$ cat src/core/operation_status_tree_map.svh
/*
  Offsets, field positions, reset values and counts of the operation
  status tree. Assumes inclusion by bare name from the package.
*/
`ifndef OPERATION_STATUS_TREE_MAP_SVH
`define OPERATION_STATUS_TREE_MAP_SVH

// Register width and channel count
`define OST_WIDTH 16
`define OST_NUM_CHAN 4
`define OST_CHAN_MIN 3'h1
`define OST_CHAN_MAX 3'h4

// Per-channel condition bit positions
`define OST_BIT_WAIT 5
`define OST_BIT_CV 8
`define OST_BIT_OUT 9
`define OST_BIT_CC 10
`define OST_BIT_DELAY 12

// Top register bit fed by the instrument summary
`define OST_BIT_INST 13

// Bits that exist at each level; all others, bit 15 included, read zero in the condition and event views
`define OST_CHAN_USED 16'h1720
`define OST_INST_USED 16'h000f
`define OST_TOP_USED 16'h2000

// Reset values of the host-writable registers
`define OST_ENABLE_RST 16'h0000
`define OST_PTR_RST 16'hffff
`define OST_NTR_RST 16'h0000

`endif

$ cat src/core/operation_status_tree_pkg.sv
/*
  Types of the operation status tree: command, answer, flags, node state.
  Assumes the map header sits beside it.
*/
`include "operation_status_tree_map.svh"

package operation_status_tree_pkg;

  // Level of the tree that a command addresses
  typedef enum logic [1:0] {
    LVL_TOP = 2'h0,
    LVL_INST = 2'h1,
    LVL_CHAN = 2'h2
  } level_t;

  // View of one register set
  typedef enum logic [2:0] {
    VIEW_EVENT = 3'h0,
    VIEW_LIVE_STATE_VIEW = 3'h1,
    VIEW_ENABLE = 3'h2,
    VIEW_PTR = 3'h3,
    VIEW_NTR = 3'h4
  } view_t;

  typedef struct packed {
    logic write;
    level_t level;
    view_t view;
    logic [2:0] chan;
    logic [15:0] wdata;
  } cmd_t;

  typedef struct packed {
    logic valid;
    logic err;
    logic [15:0] data;
  } rsp_t;

  typedef struct packed {
    logic trigger_wait_flag;
    logic constant_voltage_flag;
    logic constant_current_flag;
    logic output_on_flag;
    logic output_delay_active;
  } chan_flags_t;

  typedef struct packed {
    logic wr_enable;
    logic wr_ptr;
    logic wr_ntr;
    logic rd_clr;
    logic [15:0] wdata;
  } node_ctl_t;

  // Whole state of one register set; also its read view
  typedef struct packed {
    logic [15:0] live_state_view;
    logic [15:0] event_bits;
    logic [15:0] summary_mask;
    logic [15:0] rising_edge_filter;
    logic [15:0] falling_edge_filter;
    logic summary;
  } node_view_t;

  typedef struct packed {
    chan_flags_t [3:0] sync1;
    chan_flags_t [3:0] sync2;
    rsp_t rsp;
  } tree_state_t;

endpackage

$ cat src/core/operation_status_tree.sv
/*
  Operation status tree: top register, instrument summary, four channel
  registers, host command port with one-cycle answers.
  Assumes channel flags arrive asynchronously from the supply stages.
*/
`timescale 1ns/1ps
`default_nettype none
`include "operation_status_tree_map.svh"

module operation_status_tree
  import operation_status_tree_pkg::*;
(
  input wire logic i_clk,
  input wire logic i_rst,
  input wire logic i_cmd_valid,
  input wire cmd_t i_cmd,
  input wire chan_flags_t [3:0] i_chan_flags,
  output var rsp_t o_rsp,
  output logic o_status_oper
);

  // ****************************************************
  // Declarations
  // ****************************************************
  tree_state_t s_reg;
  tree_state_t s_next;
  node_view_t top_v;
  node_view_t inst_v;
  node_view_t [3:0] chan_v;
  node_ctl_t top_ctl;
  node_ctl_t inst_ctl;
  node_ctl_t [3:0] chan_ctl;
  logic [15:0] top_live_state_view;
  logic [15:0] inst_live_state_view;
  logic [15:0] chan_live_state_view [4];
  logic [3:0] chan_sum;
  logic [1:0] chan_idx;
  logic bad_chan;
  logic bad_view;
  logic [15:0] rd_data;
  node_ctl_t cmd_ctl;

  // Turn one command into strobes for a register set
  function automatic node_ctl_t make_ctl(input cmd_t c);
    node_ctl_t k;
    k = '0;
    k.wdata = c.wdata;
    if (c.write) begin
      k.wr_enable = (c.view == VIEW_ENABLE);
      k.wr_ptr = (c.view == VIEW_PTR);
      k.wr_ntr = (c.view == VIEW_NTR);
    end else begin
      // Only the event view clears; condition reads stay passive
      k.rd_clr = (c.view == VIEW_EVENT);
    end
    return k;
  endfunction

  // Pick the view that a read asks for
  function automatic logic [15:0] pick(input node_view_t v, input view_t w);
    logic [15:0] d;
    d = 16'h0;
    case (w)
      VIEW_EVENT: d = v.event_bits;
      VIEW_LIVE_STATE_VIEW: d = v.live_state_view;
      VIEW_ENABLE: d = v.summary_mask;
      VIEW_PTR: d = v.rising_edge_filter;
      VIEW_NTR: d = v.falling_edge_filter;
      default: d = 16'h0;
    endcase
    return d;
  endfunction

  // ****************************************************
  // Channel register sets
  // ****************************************************
  for (genvar g = 0; g < `OST_NUM_CHAN; g++) begin : g_chan
    // Map the synchronised flags onto their bit positions
    always_comb begin
      chan_live_state_view[g] = 16'h0;
      chan_live_state_view[g][`OST_BIT_WAIT] = s_reg.sync2[g].trigger_wait_flag;
      chan_live_state_view[g][`OST_BIT_CV] = s_reg.sync2[g].constant_voltage_flag;
      chan_live_state_view[g][`OST_BIT_OUT] = s_reg.sync2[g].output_on_flag;
      chan_live_state_view[g][`OST_BIT_CC] = s_reg.sync2[g].constant_current_flag;
      chan_live_state_view[g][`OST_BIT_DELAY] = s_reg.sync2[g].output_delay_active;
    end

    status_node #(
      .USED(`OST_CHAN_USED)
    ) u_chan (
      .i_clk(i_clk),
      .i_rst(i_rst),
      .i_live_state_view(chan_live_state_view[g]),
      .i_ctl(chan_ctl[g]),
      .o_view(chan_v[g])
    );

    assign chan_sum[g] = chan_v[g].summary;
  end

  // ****************************************************
  // Instrument summary and top register sets
  // ****************************************************
  // Channel n lands on summary bit n-1
  assign inst_live_state_view = {12'h0, chan_sum};

  status_node #(
    .USED(`OST_INST_USED)
  ) u_inst (
    .i_clk(i_clk),
    .i_rst(i_rst),
    .i_live_state_view(inst_live_state_view),
    .i_ctl(inst_ctl),
    .o_view(inst_v)
  );

  // The instrument summary is the only live top condition here
  always_comb begin
    top_live_state_view = 16'h0;
    top_live_state_view[`OST_BIT_INST] = inst_v.summary;
  end

  status_node #(
    .USED(`OST_TOP_USED)
  ) u_top (
    .i_clk(i_clk),
    .i_rst(i_rst),
    .i_live_state_view(top_live_state_view),
    .i_ctl(top_ctl),
    .o_view(top_v)
  );

  // ****************************************************
  // Command decode
  // ****************************************************
  // Steer strobes to one register set; bad index touches nothing
  always_comb begin
    cmd_ctl = make_ctl(i_cmd);
    chan_idx = 2'(i_cmd.chan - `OST_CHAN_MIN);
    bad_chan = (i_cmd.chan < `OST_CHAN_MIN) || (i_cmd.chan > `OST_CHAN_MAX);
    bad_view = i_cmd.write && ((i_cmd.view == VIEW_EVENT) || (i_cmd.view == VIEW_LIVE_STATE_VIEW));
    top_ctl = '0;
    inst_ctl = '0;
    chan_ctl = '0;
    rd_data = 16'h0;
    if (!i_cmd_valid) begin
      rd_data = 16'h0;
    end else if (i_cmd.level == LVL_TOP) begin
      top_ctl = cmd_ctl;
      rd_data = pick(top_v, i_cmd.view);
    end else if (i_cmd.level == LVL_INST) begin
      inst_ctl = cmd_ctl;
      rd_data = pick(inst_v, i_cmd.view);
    end else if (i_cmd.level == LVL_CHAN && !bad_chan) begin
      chan_ctl[chan_idx] = cmd_ctl;
      rd_data = pick(chan_v[chan_idx], i_cmd.view);
    end else begin
      rd_data = 16'h0;
    end
    // Reads answer with the value before any clear takes effect
    if (i_cmd.write) begin
      rd_data = 16'h0;
    end
  end

  // ****************************************************
  // State
  // ****************************************************
  // Two flops on every flag; the first is read only by the second
  always_comb begin
    s_next = s_reg;
    s_next.sync1 = i_chan_flags;
    s_next.sync2 = s_reg.sync1;
    s_next.rsp.valid = i_cmd_valid;
    if (i_cmd_valid) begin
      s_next.rsp.err = bad_view || (i_cmd.level == LVL_CHAN && bad_chan)
        || (i_cmd.level != LVL_TOP && i_cmd.level != LVL_INST && i_cmd.level != LVL_CHAN);
      s_next.rsp.data = rd_data;
    end
  end

  always_ff @(posedge i_clk) begin
    if (i_rst) begin
      s_reg <= '0;
    end else begin
      s_reg <= s_next;
    end
  end

  assign o_rsp = s_reg.rsp;
  // Straight from the top set's summary flop
  assign o_status_oper = top_v.summary;

  logic take_rd;
  assign take_rd = i_cmd_valid && !i_cmd.write;
endmodule // operation_status_tree

`default_nettype wire

$ cat src/core/status_node.sv
/*
  One status register set: condition, sticky event, mask, two filters.
  Assumes conditions come from logic on the same clock.
*/
`timescale 1ns/1ps
`default_nettype none
`include "operation_status_tree_map.svh"

module status_node
  import operation_status_tree_pkg::*;
#(
  parameter logic [15:0] USED = 16'hffff
) (
  input wire logic i_clk,
  input wire logic i_rst,
  input wire logic [15:0] i_live_state_view,
  input wire node_ctl_t i_ctl,
  output var node_view_t o_view
);

  node_view_t s_reg;
  node_view_t s_next;
  logic [15:0] set_bits;

  // Edges selected by the filters latch events
  always_comb begin
    s_next = s_reg;
    s_next.live_state_view = i_live_state_view & USED;
    set_bits = ((s_next.live_state_view & ~s_reg.live_state_view & s_reg.rising_edge_filter)
      | (~s_next.live_state_view & s_reg.live_state_view & s_reg.falling_edge_filter));
    // A new edge in the read cycle survives the clear
    s_next.event_bits = ((i_ctl.rd_clr ? 16'h0 : s_reg.event_bits) | set_bits) & USED;
    if (i_ctl.wr_enable) begin
      s_next.summary_mask = i_ctl.wdata;
    end
    if (i_ctl.wr_ptr) begin
      s_next.rising_edge_filter = i_ctl.wdata;
    end
    if (i_ctl.wr_ntr) begin
      s_next.falling_edge_filter = i_ctl.wdata;
    end
    s_next.summary = |(s_next.event_bits & s_next.summary_mask);
  end

  // State register
  always_ff @(posedge i_clk) begin
    if (i_rst) begin
      s_reg <= '{16'h0, 16'h0, `OST_ENABLE_RST, `OST_PTR_RST, `OST_NTR_RST, 1'b0};
    end else begin
      s_reg <= s_next;
    end
  end

  assign o_view = s_reg;
endmodule // status_node

`default_nettype wire

$ cat config.mk
export PLATFORM = sky130hd
export DESIGN_NAME = operation_status_tree
export DESIGN_NICKNAME = d
export VERILOG_FILES = /design/src/core/operation_status_tree_pkg.sv /design/src/core/operation_status_tree.sv /design/src/core/status_node.sv
export VERILOG_INCLUDE_DIRS = /design/src /design/src/core
export SDC_FILE = /design/constraint.sdc
export NUM_CORES = 1
export LEC_CHECK = 0
export ABC_CLOCK_PERIOD_IN_PS = 3000
export BUFFER_PORTS_ARGS = -buffer_cell sky130_fd_sc_hd__buf_4
export CAP_MARGIN = 15
export CORE_MARGIN = 1.5
export CORE_UTILIZATION = 60
export DETAILED_ROUTE_END_ITERATION = 10
export PLACE_DENSITY = 0.82
export SETUP_SLACK_MARGIN = 0.02
export SYNTH_ARGS = -nofsm -noshare
export SYNTH_HDL_FRONTEND = slang
export SYNTH_SLANG_ARGS = --single-unit
$ cat constraint.sdc
create_clock -name i_clk -period 3 [get_ports i_clk]
set_input_delay 0 -clock i_clk [delete_from_list [all_inputs] [get_ports i_clk]]
set_output_delay 0 -clock i_clk [all_outputs]
set_load 0.1 [all_outputs]
## Yosys cells after proc, flatten, opt, wreduce, memory -nomap -nowiden

Cells that the tools add are included.

- Register bits: 402
- Bits of input ports: 48

- Add/sub/neg operators: 1
- Magnitude comparators: 4
- Equality and inequality tests: 8
- Mux-type cells: 34
- Bitwise gates (word level): 55
- Reduce and logical (&&, ||, !) cells: 20

Operator list:

| kind | number |
|---|---|
| two-way mux 80 bit | 4 |
| case mux 16 bit (5 select lines) | 3 |
| bitwise AND 13 bit | 16 |
| binary-select mux 81 bit (select 2 bit) | 1 |
| two-way mux 16 bit | 10 |
| two-way mux 20 bit | 6 |
| NOT 13 bit | 8 |
| bitwise OR 13 bit | 8 |
| OR reduction 16 bit | 6 |
| two-way mux 81 bit | 1 |
| bitwise AND 80 bit | 1 |
| bitwise AND 13 x 16 -> 16 bit | 4 |
| bitwise AND 14 bit | 4 |
| two-way mux 13 bit | 4 |
| demux 20 bit (select 2 bit) | 1 |
| NOT 14 bit | 2 |
| bitwise OR 14 bit | 2 |
| bitwise AND 14 x 16 -> 16 bit | 1 |
| bitwise AND 4 x 16 -> 16 bit | 1 |
| bitwise AND 4 bit | 4 |
| two-way mux 14 bit | 1 |
| NOT 4 bit | 2 |
| bitwise OR 4 bit | 2 |
| equality test 3 x 2 -> 1 bit, second input constant | 2 |
| 20 further kinds | 28 |

## Depth between registers and ports, before layout

- Depth in word-level cells: 14
- Depth in mapped cells: 14
- Depth with buffers taken out: 8

## Modules after synthesis

Synthesis repeated with hierarchy kept, for this count alone.

- Cell total of the unflattened synthesis: 2039
- Area total of the unflattened synthesis: 20450.9 sq um

Modules (own cells, without submodules):

| module | times used | cells an instance | area an instance (sq um) |
|---|---|---|---|
| status_node (g_chan[0].u_chan ...) | 4 | 225 | 2323.5 |
| operation_status_tree | 1 | 722 | 6735.2 |
| status_node (u_inst) | 1 | 220 | 2349.8 |
| status_node (u_top) | 1 | 197 | 2072.0 |

## Worst setup path after synthesis

No wires, ideal clock.

- Path type: input-to-reg
- Start point: in i_cmd[16] (netlist bit)
- End point: reg s_reg (netlist bit o_rsp[3])
- Library setup time: 0.132 ns
- Arrival time: 2.528 ns
- Required time: 2.868 ns
- Path slack: 0.340 ns
- Stages: 13
- Buffers on the path: 6
- Cell sequence: buf_4 -> buf_2 -> buf_2 -> inv_1 -> ha_1 -> buf_2 -> buf_2 -> clkbuf_1 -> mux4_2 -> a22oi_1 -> nand3_1 -> nand4_1 -> a21oi_1

- Cells in the longest elaborated chain, start to end: 8
- Elaborated cells on any way between the ends: 13
- Classes of those cells: 1 x add/sub; 2 x order compare; 7 x mux; 3 x reduce/logical

RTL lines:

| item | line | source |
|---|---|---|
| start, declared | operation_status_tree.sv:16 | `input wire cmd_t i_cmd,` |
| subtractor 2 x 1 -> 2 bit (no source line), or another cell as far along | -- |  |
| binary-select mux 81 bit (select 2 bit) or logical OR 1 bit (tied branches) | operation_status_tree.sv:156, operation_status_tree.sv:140 |  |
| two-way mux 81 bit (implied by the code) or logical NOT 1 bit (tied branches) | operation_status_tree.sv:156, operation_status_tree.sv:154 |  |
| case mux 16 bit (5 select lines) or logical AND 1 bit (tied branches) | operation_status_tree.sv:63, operation_status_tree.sv:154 |  |
| two-way mux 16 bit (*) | operation_status_tree.sv:154 | `end else if (i_cmd.level == LVL_CHAN && !bad_chan) begin` |
| two-way mux 16 bit (*) | operation_status_tree.sv:151 | `end else if (i_cmd.level == LVL_INST) begin` |
| two-way mux 16 bit (*) | operation_status_tree.sv:148 | `end else if (i_cmd.level == LVL_TOP) begin` |
| two-way mux 16 bit (*) | operation_status_tree.sv:161 | `if (i_cmd.write) begin` |
| end signal, assigned | operation_status_tree.sv:186 | `s_reg <= s_next;` |
| end, declared | operation_status_tree.sv:25 | `tree_state_t s_reg;` |

Mark *: on every way between the ends. The rest lies on a longest branch, timed or not. The select of a mux whose other input is x is not followed.
A chain may end at the register's enable or synchronous reset.

## Final worst setup path

- Start point: in i_cmd[23] (netlist bit)
- End point: reg g_chan[1].u_chan.s_reg (netlist bit g_chan[1].u_chan.o_view[0])

- Cells in the longest elaborated chain, start to end: 10
- Elaborated cells on any way between the ends: 13
- Classes of those cells: 2 x eq/ne; 6 x mux; 2 x bitwise; 3 x reduce/logical

RTL lines:

| item | line | source |
|---|---|---|
| equality test 2 bit | operation_status_tree.sv:154 |  |
| logical AND 1 bit | operation_status_tree.sv:154 |  |
| two-way mux 80 bit | operation_status_tree.sv:154 |  |
| two-way mux 80 bit | operation_status_tree.sv:151 |  |
| two-way mux 80 bit (*) | operation_status_tree.sv:148 |  |
| two-way mux 80 bit (*) | operation_status_tree.sv:146 | `if (!i_cmd_valid) begin` |
| two-way mux 13 bit | status_node.sv:32 | `s_next.event_bits = ((i_ctl.rd_clr ? 16'h0 : s_reg.event_bits) \| set_bits) & USED;` |
| bitwise OR 13 bit | status_node.sv:32 |  |
| bitwise AND 13 x 16 -> 16 bit (*) | status_node.sv:42 | `s_next.summary = \|(s_next.event_bits & s_next.summary_mask);` |
| OR reduction 16 bit (*) | status_node.sv:42 |  |
| end signal, assigned | status_node.sv:48 | `` s_reg <= '{16'h0, 16'h0, `OST_ENABLE_RST, `OST_PTR_RST, `OST_NTR_RST, 1'b0}; `` |
| end signal, assigned | status_node.sv:50 | `s_reg <= s_next;` |
| end, declared | status_node.sv:21 | `node_view_t s_reg;` |

Mark *: on every way between the ends. The rest lies on a longest branch, timed or not.

==> results.md <==
* Status: completed
* Worst-path cell chain: dlygate4sd3_1 > buf_4 > nor4b_4 > nand4_2 > mux2i_1 > o22ai_1 > o31a_1
* Maximum clock path buffer count at 3
* NumNets Final at 2,024
* Critical Path AT at 2.89 ns
* Clock Sink Count at 402
* Final setup fails at 0
* Via/cell ratio at 6.208
* Clock root cell: clkbuf_16
* Total gr overflow at 0
* Max Freq at 0.4059 GHz
* IO Count at 67
* WL/cell at 20.98 um
* Ranking of synthesized cells by area: dfxtp_1 (48%), nand2_1 (11%), mux4_2 (7.5%)
* Hold Path Class: primary input to flip-flop
* H-tree depth at 2
* Syn_nets at 1,987
* Largest net degree at the start of global routing at 223
* Max-slew headroom at 0.3125
* CTS tree: done
* Slowest cell on crit path: nor4b_4
* Seq/Total Area, Yosys at 0.4760
* Cells after Synth at 1,934
* Cell taking the most area after synthesis: dfxtp_1
* Height of the die at 170.9 um
* TritonCTS Buffers at 41
* Count of cell types in the netlist at 54
* Clock Pin Slew Worst Setup and Hold Paths at 0.06 ns
* Wirelength, routed at 49.96 mm
* First-pass DRT Iterations at 6
* Ys flop type: dfxtp_1
* Syn avg cell area at 8.743 sq um
* Slew @ Worst Pin at 1.031 ns
* FILL cells at 2,067
* Post-synthesis cell area at 16,910 sq um
* CP Launch Type: primary input
* Worst R2R Path Depth at 5
* Yosys reg bits at 402
* DR vias at 14,780
* PD cells at 602.9 nW/um^2
* Final Hold Viols at 0
* Post-CTS setup buffers at 0
* Vias in the first global route at 14,070
* Crit path capture: g_chan[1].u_chan.o_view[0]
* Post-route ant nets at 0
* Share of layout cells above drive strength 1 at 0.1274
* Period utilization at 0.8213
* CP max stage delay at 0.62 ns
* Final std cells w/o fill at 2,381
* Fin Setup TNS at 0 ns
* I/O Buffers at 66
* Critical path capture point type: flip-flop
* DRC Markers at 0
* Initial DRC count at 1,806
* Area grow syn2layout at 15.48%
* GRT Overall Usage at 0.3431
* Post-CTS Resized at 0
* CP Max Fanout at 24
* Lkg Pwr at 7.547 nW
* Asr flop ratio synth at 0
* First-pass GRT wire length at 77.22 mm
* Skew-Pair Late Insertion Delay at 0.55 ns
* Initial antenna violation count at 1
* Critical path class: primary input to flip-flop
* CTS hold repair buffers at 50
* Ys Warns at 0
* Worst path required time at 3.42 ns
* # rows at 61
* Placed cells at 2,256
* Final Slew Violations at 0
* Initial Util at 0.6086
* RR Endpoint: o_rsp[8]
* Post-synth EDFFs at 0
* Top-area cell type share of the netlist area at 0.4760
* DP HPWL at 30.56 mm
* Critical path launch point: i_cmd[23]
* Core Area at 27,780 sq um
* RR Startpoint: g_chan[0].u_chan.o_view[25]
* Clock Skew at 0.01688 ns
* Reg2reg setup slack at 1.21 ns
* Die Area at 29,200 sq um
* Maxcap violations at 0
* Peak supply drop at 0.0003816 V
* Unrepaired setup endpoints after global routing: false
* Gpl congestion at 0.9181
* Tmin final at 2.464 ns
* Die Width at 170.9 um
## synthesized netlist by cell type (26+ instances only)
master and n:
mux2i_1 85, nor2b_1 73, nand3_1 125, a22oi_1 35
nor2_1 108, nand3b_1 26, nand2_1 492, mux4_2 56
dfxtp_1 402, clkbuf_1 106, buf_2 32, o21ai_0 53
a21oi_1 180
## final cells by class
class                           count  area, sq um  area share
Tap cell                          378        473.0     0.02422
Sequential cell                   402         8048      0.4121
Antenna cell                        1        2.502   0.0001282
Timing Repair Buffer              158         1356     0.06946
Clock inverter                     18        277.8     0.01423
Clock buffer                       56         1195     0.06119
Multi-Input combinational cell   1364         8159      0.4179
Inverter                            4        15.01   0.0007689
## worst max-delay path: cells and delay by family
family	cells	cell delay, ns
simple gates	2	1.17
mux	1	0.40
compound gates	2	0.41
buf+inv	2	0.88
## metrics by stage
stage / power (mW) / setup slack (ns) / hold slack (ns) / utilization / cell area [sq um]
6_report: 11.77 / 0.5361 / 0.04337 / 0.7028 / 19530
5_1_grt: 12.05 / 0.3938 / 0.07120 / 0.7028 / 19520
4_1_cts: 11.76 / 0.6374 / 0.008022 / 0.7028 / 19520
3_5_place_dp: 6.257 / 0.4251 / 0.2141 / 0.6317 / 17550
3_3_place_gp: 6.244 / 0.5424 / 0.2113 / 0.6317 / 17550
2_1_floorplan: 6.016 / 0.3395 / 0.1282 / - / 16910
## cells in the final DEF (no fill, tap or decap), drive strengths merged, types with 22 or more instances in the layout
master         n
nor2         112
mux4          56
nand3        125
a21oi        180
buf          108
nand2        492
dfxtp        402
a22oi         35
nand3b        26
mux2i         85
dlygate4sd3   50
clkbuf        56
nor2b         73
o21ai         53
nand4         22
## layer usage
| metal | vias to the layer above | GRT usage | wire, um |
|---|---|---|---|
| li1 | 6681 | - | - |
| met1 | 7000 | 0.4352 | 19040 |
| met2 | 880 | 0.5537 | 23160 |
| met3 | 220 | 0.06963 | 5197 |
| met4 | 0 | 0.1819 | 2568 |
| met5 | - | 0 | 0 |
## flip-flops by register name (all words and copies together), names as in the netlist
signal / flops
g_chan.u_chan.o_view: 236
u_inst.o_view: 57
u_top.o_view: 51
chan_live_state_view: 20
o_rsp: 18
s_next: 20
## report_power, final
group | switching, mW | internal (mW) | total, mW
Sequential | 0.0344 | 5.40 | 5.43
Clock | 2.16 | 3.40 | 5.55
Combinational | 0.520 | 0.267 | 0.787
Total | 2.71 | 9.06 | 11.8
## logic make-up after synthesis
logic type | share of synthesized area
AO/OA/AOI/OAI | 0.1047
adder cells (fa/ha/maj) | 0.003700
buffers and inverters | 0.04255
flip-flops | 0.4760
multiplexers | 0.1282
AND/OR/NAND/NOR | 0.2449
## worst min-delay path by stage
| stage | startpoint | to | cells after the start |
|---|---|---|---|
| 2_1_floorplan | i_chan_flags[0] | s_next[18] | 1 |
| 5_1_grt | i_cmd[24] | o_rsp[16] | 4 |
| 6_report | i_cmd[24] | o_rsp[16] | 4 |
| 3_5_place_dp | i_chan_flags[8] | s_next[26] | 2 |
| 3_3_place_gp | i_chan_flags[10] | s_next[28] | 2 |
| 4_1_cts | i_cmd[24] | o_rsp[16] | 4 |
Note: power is estimated with default switching activity, not from simulation.
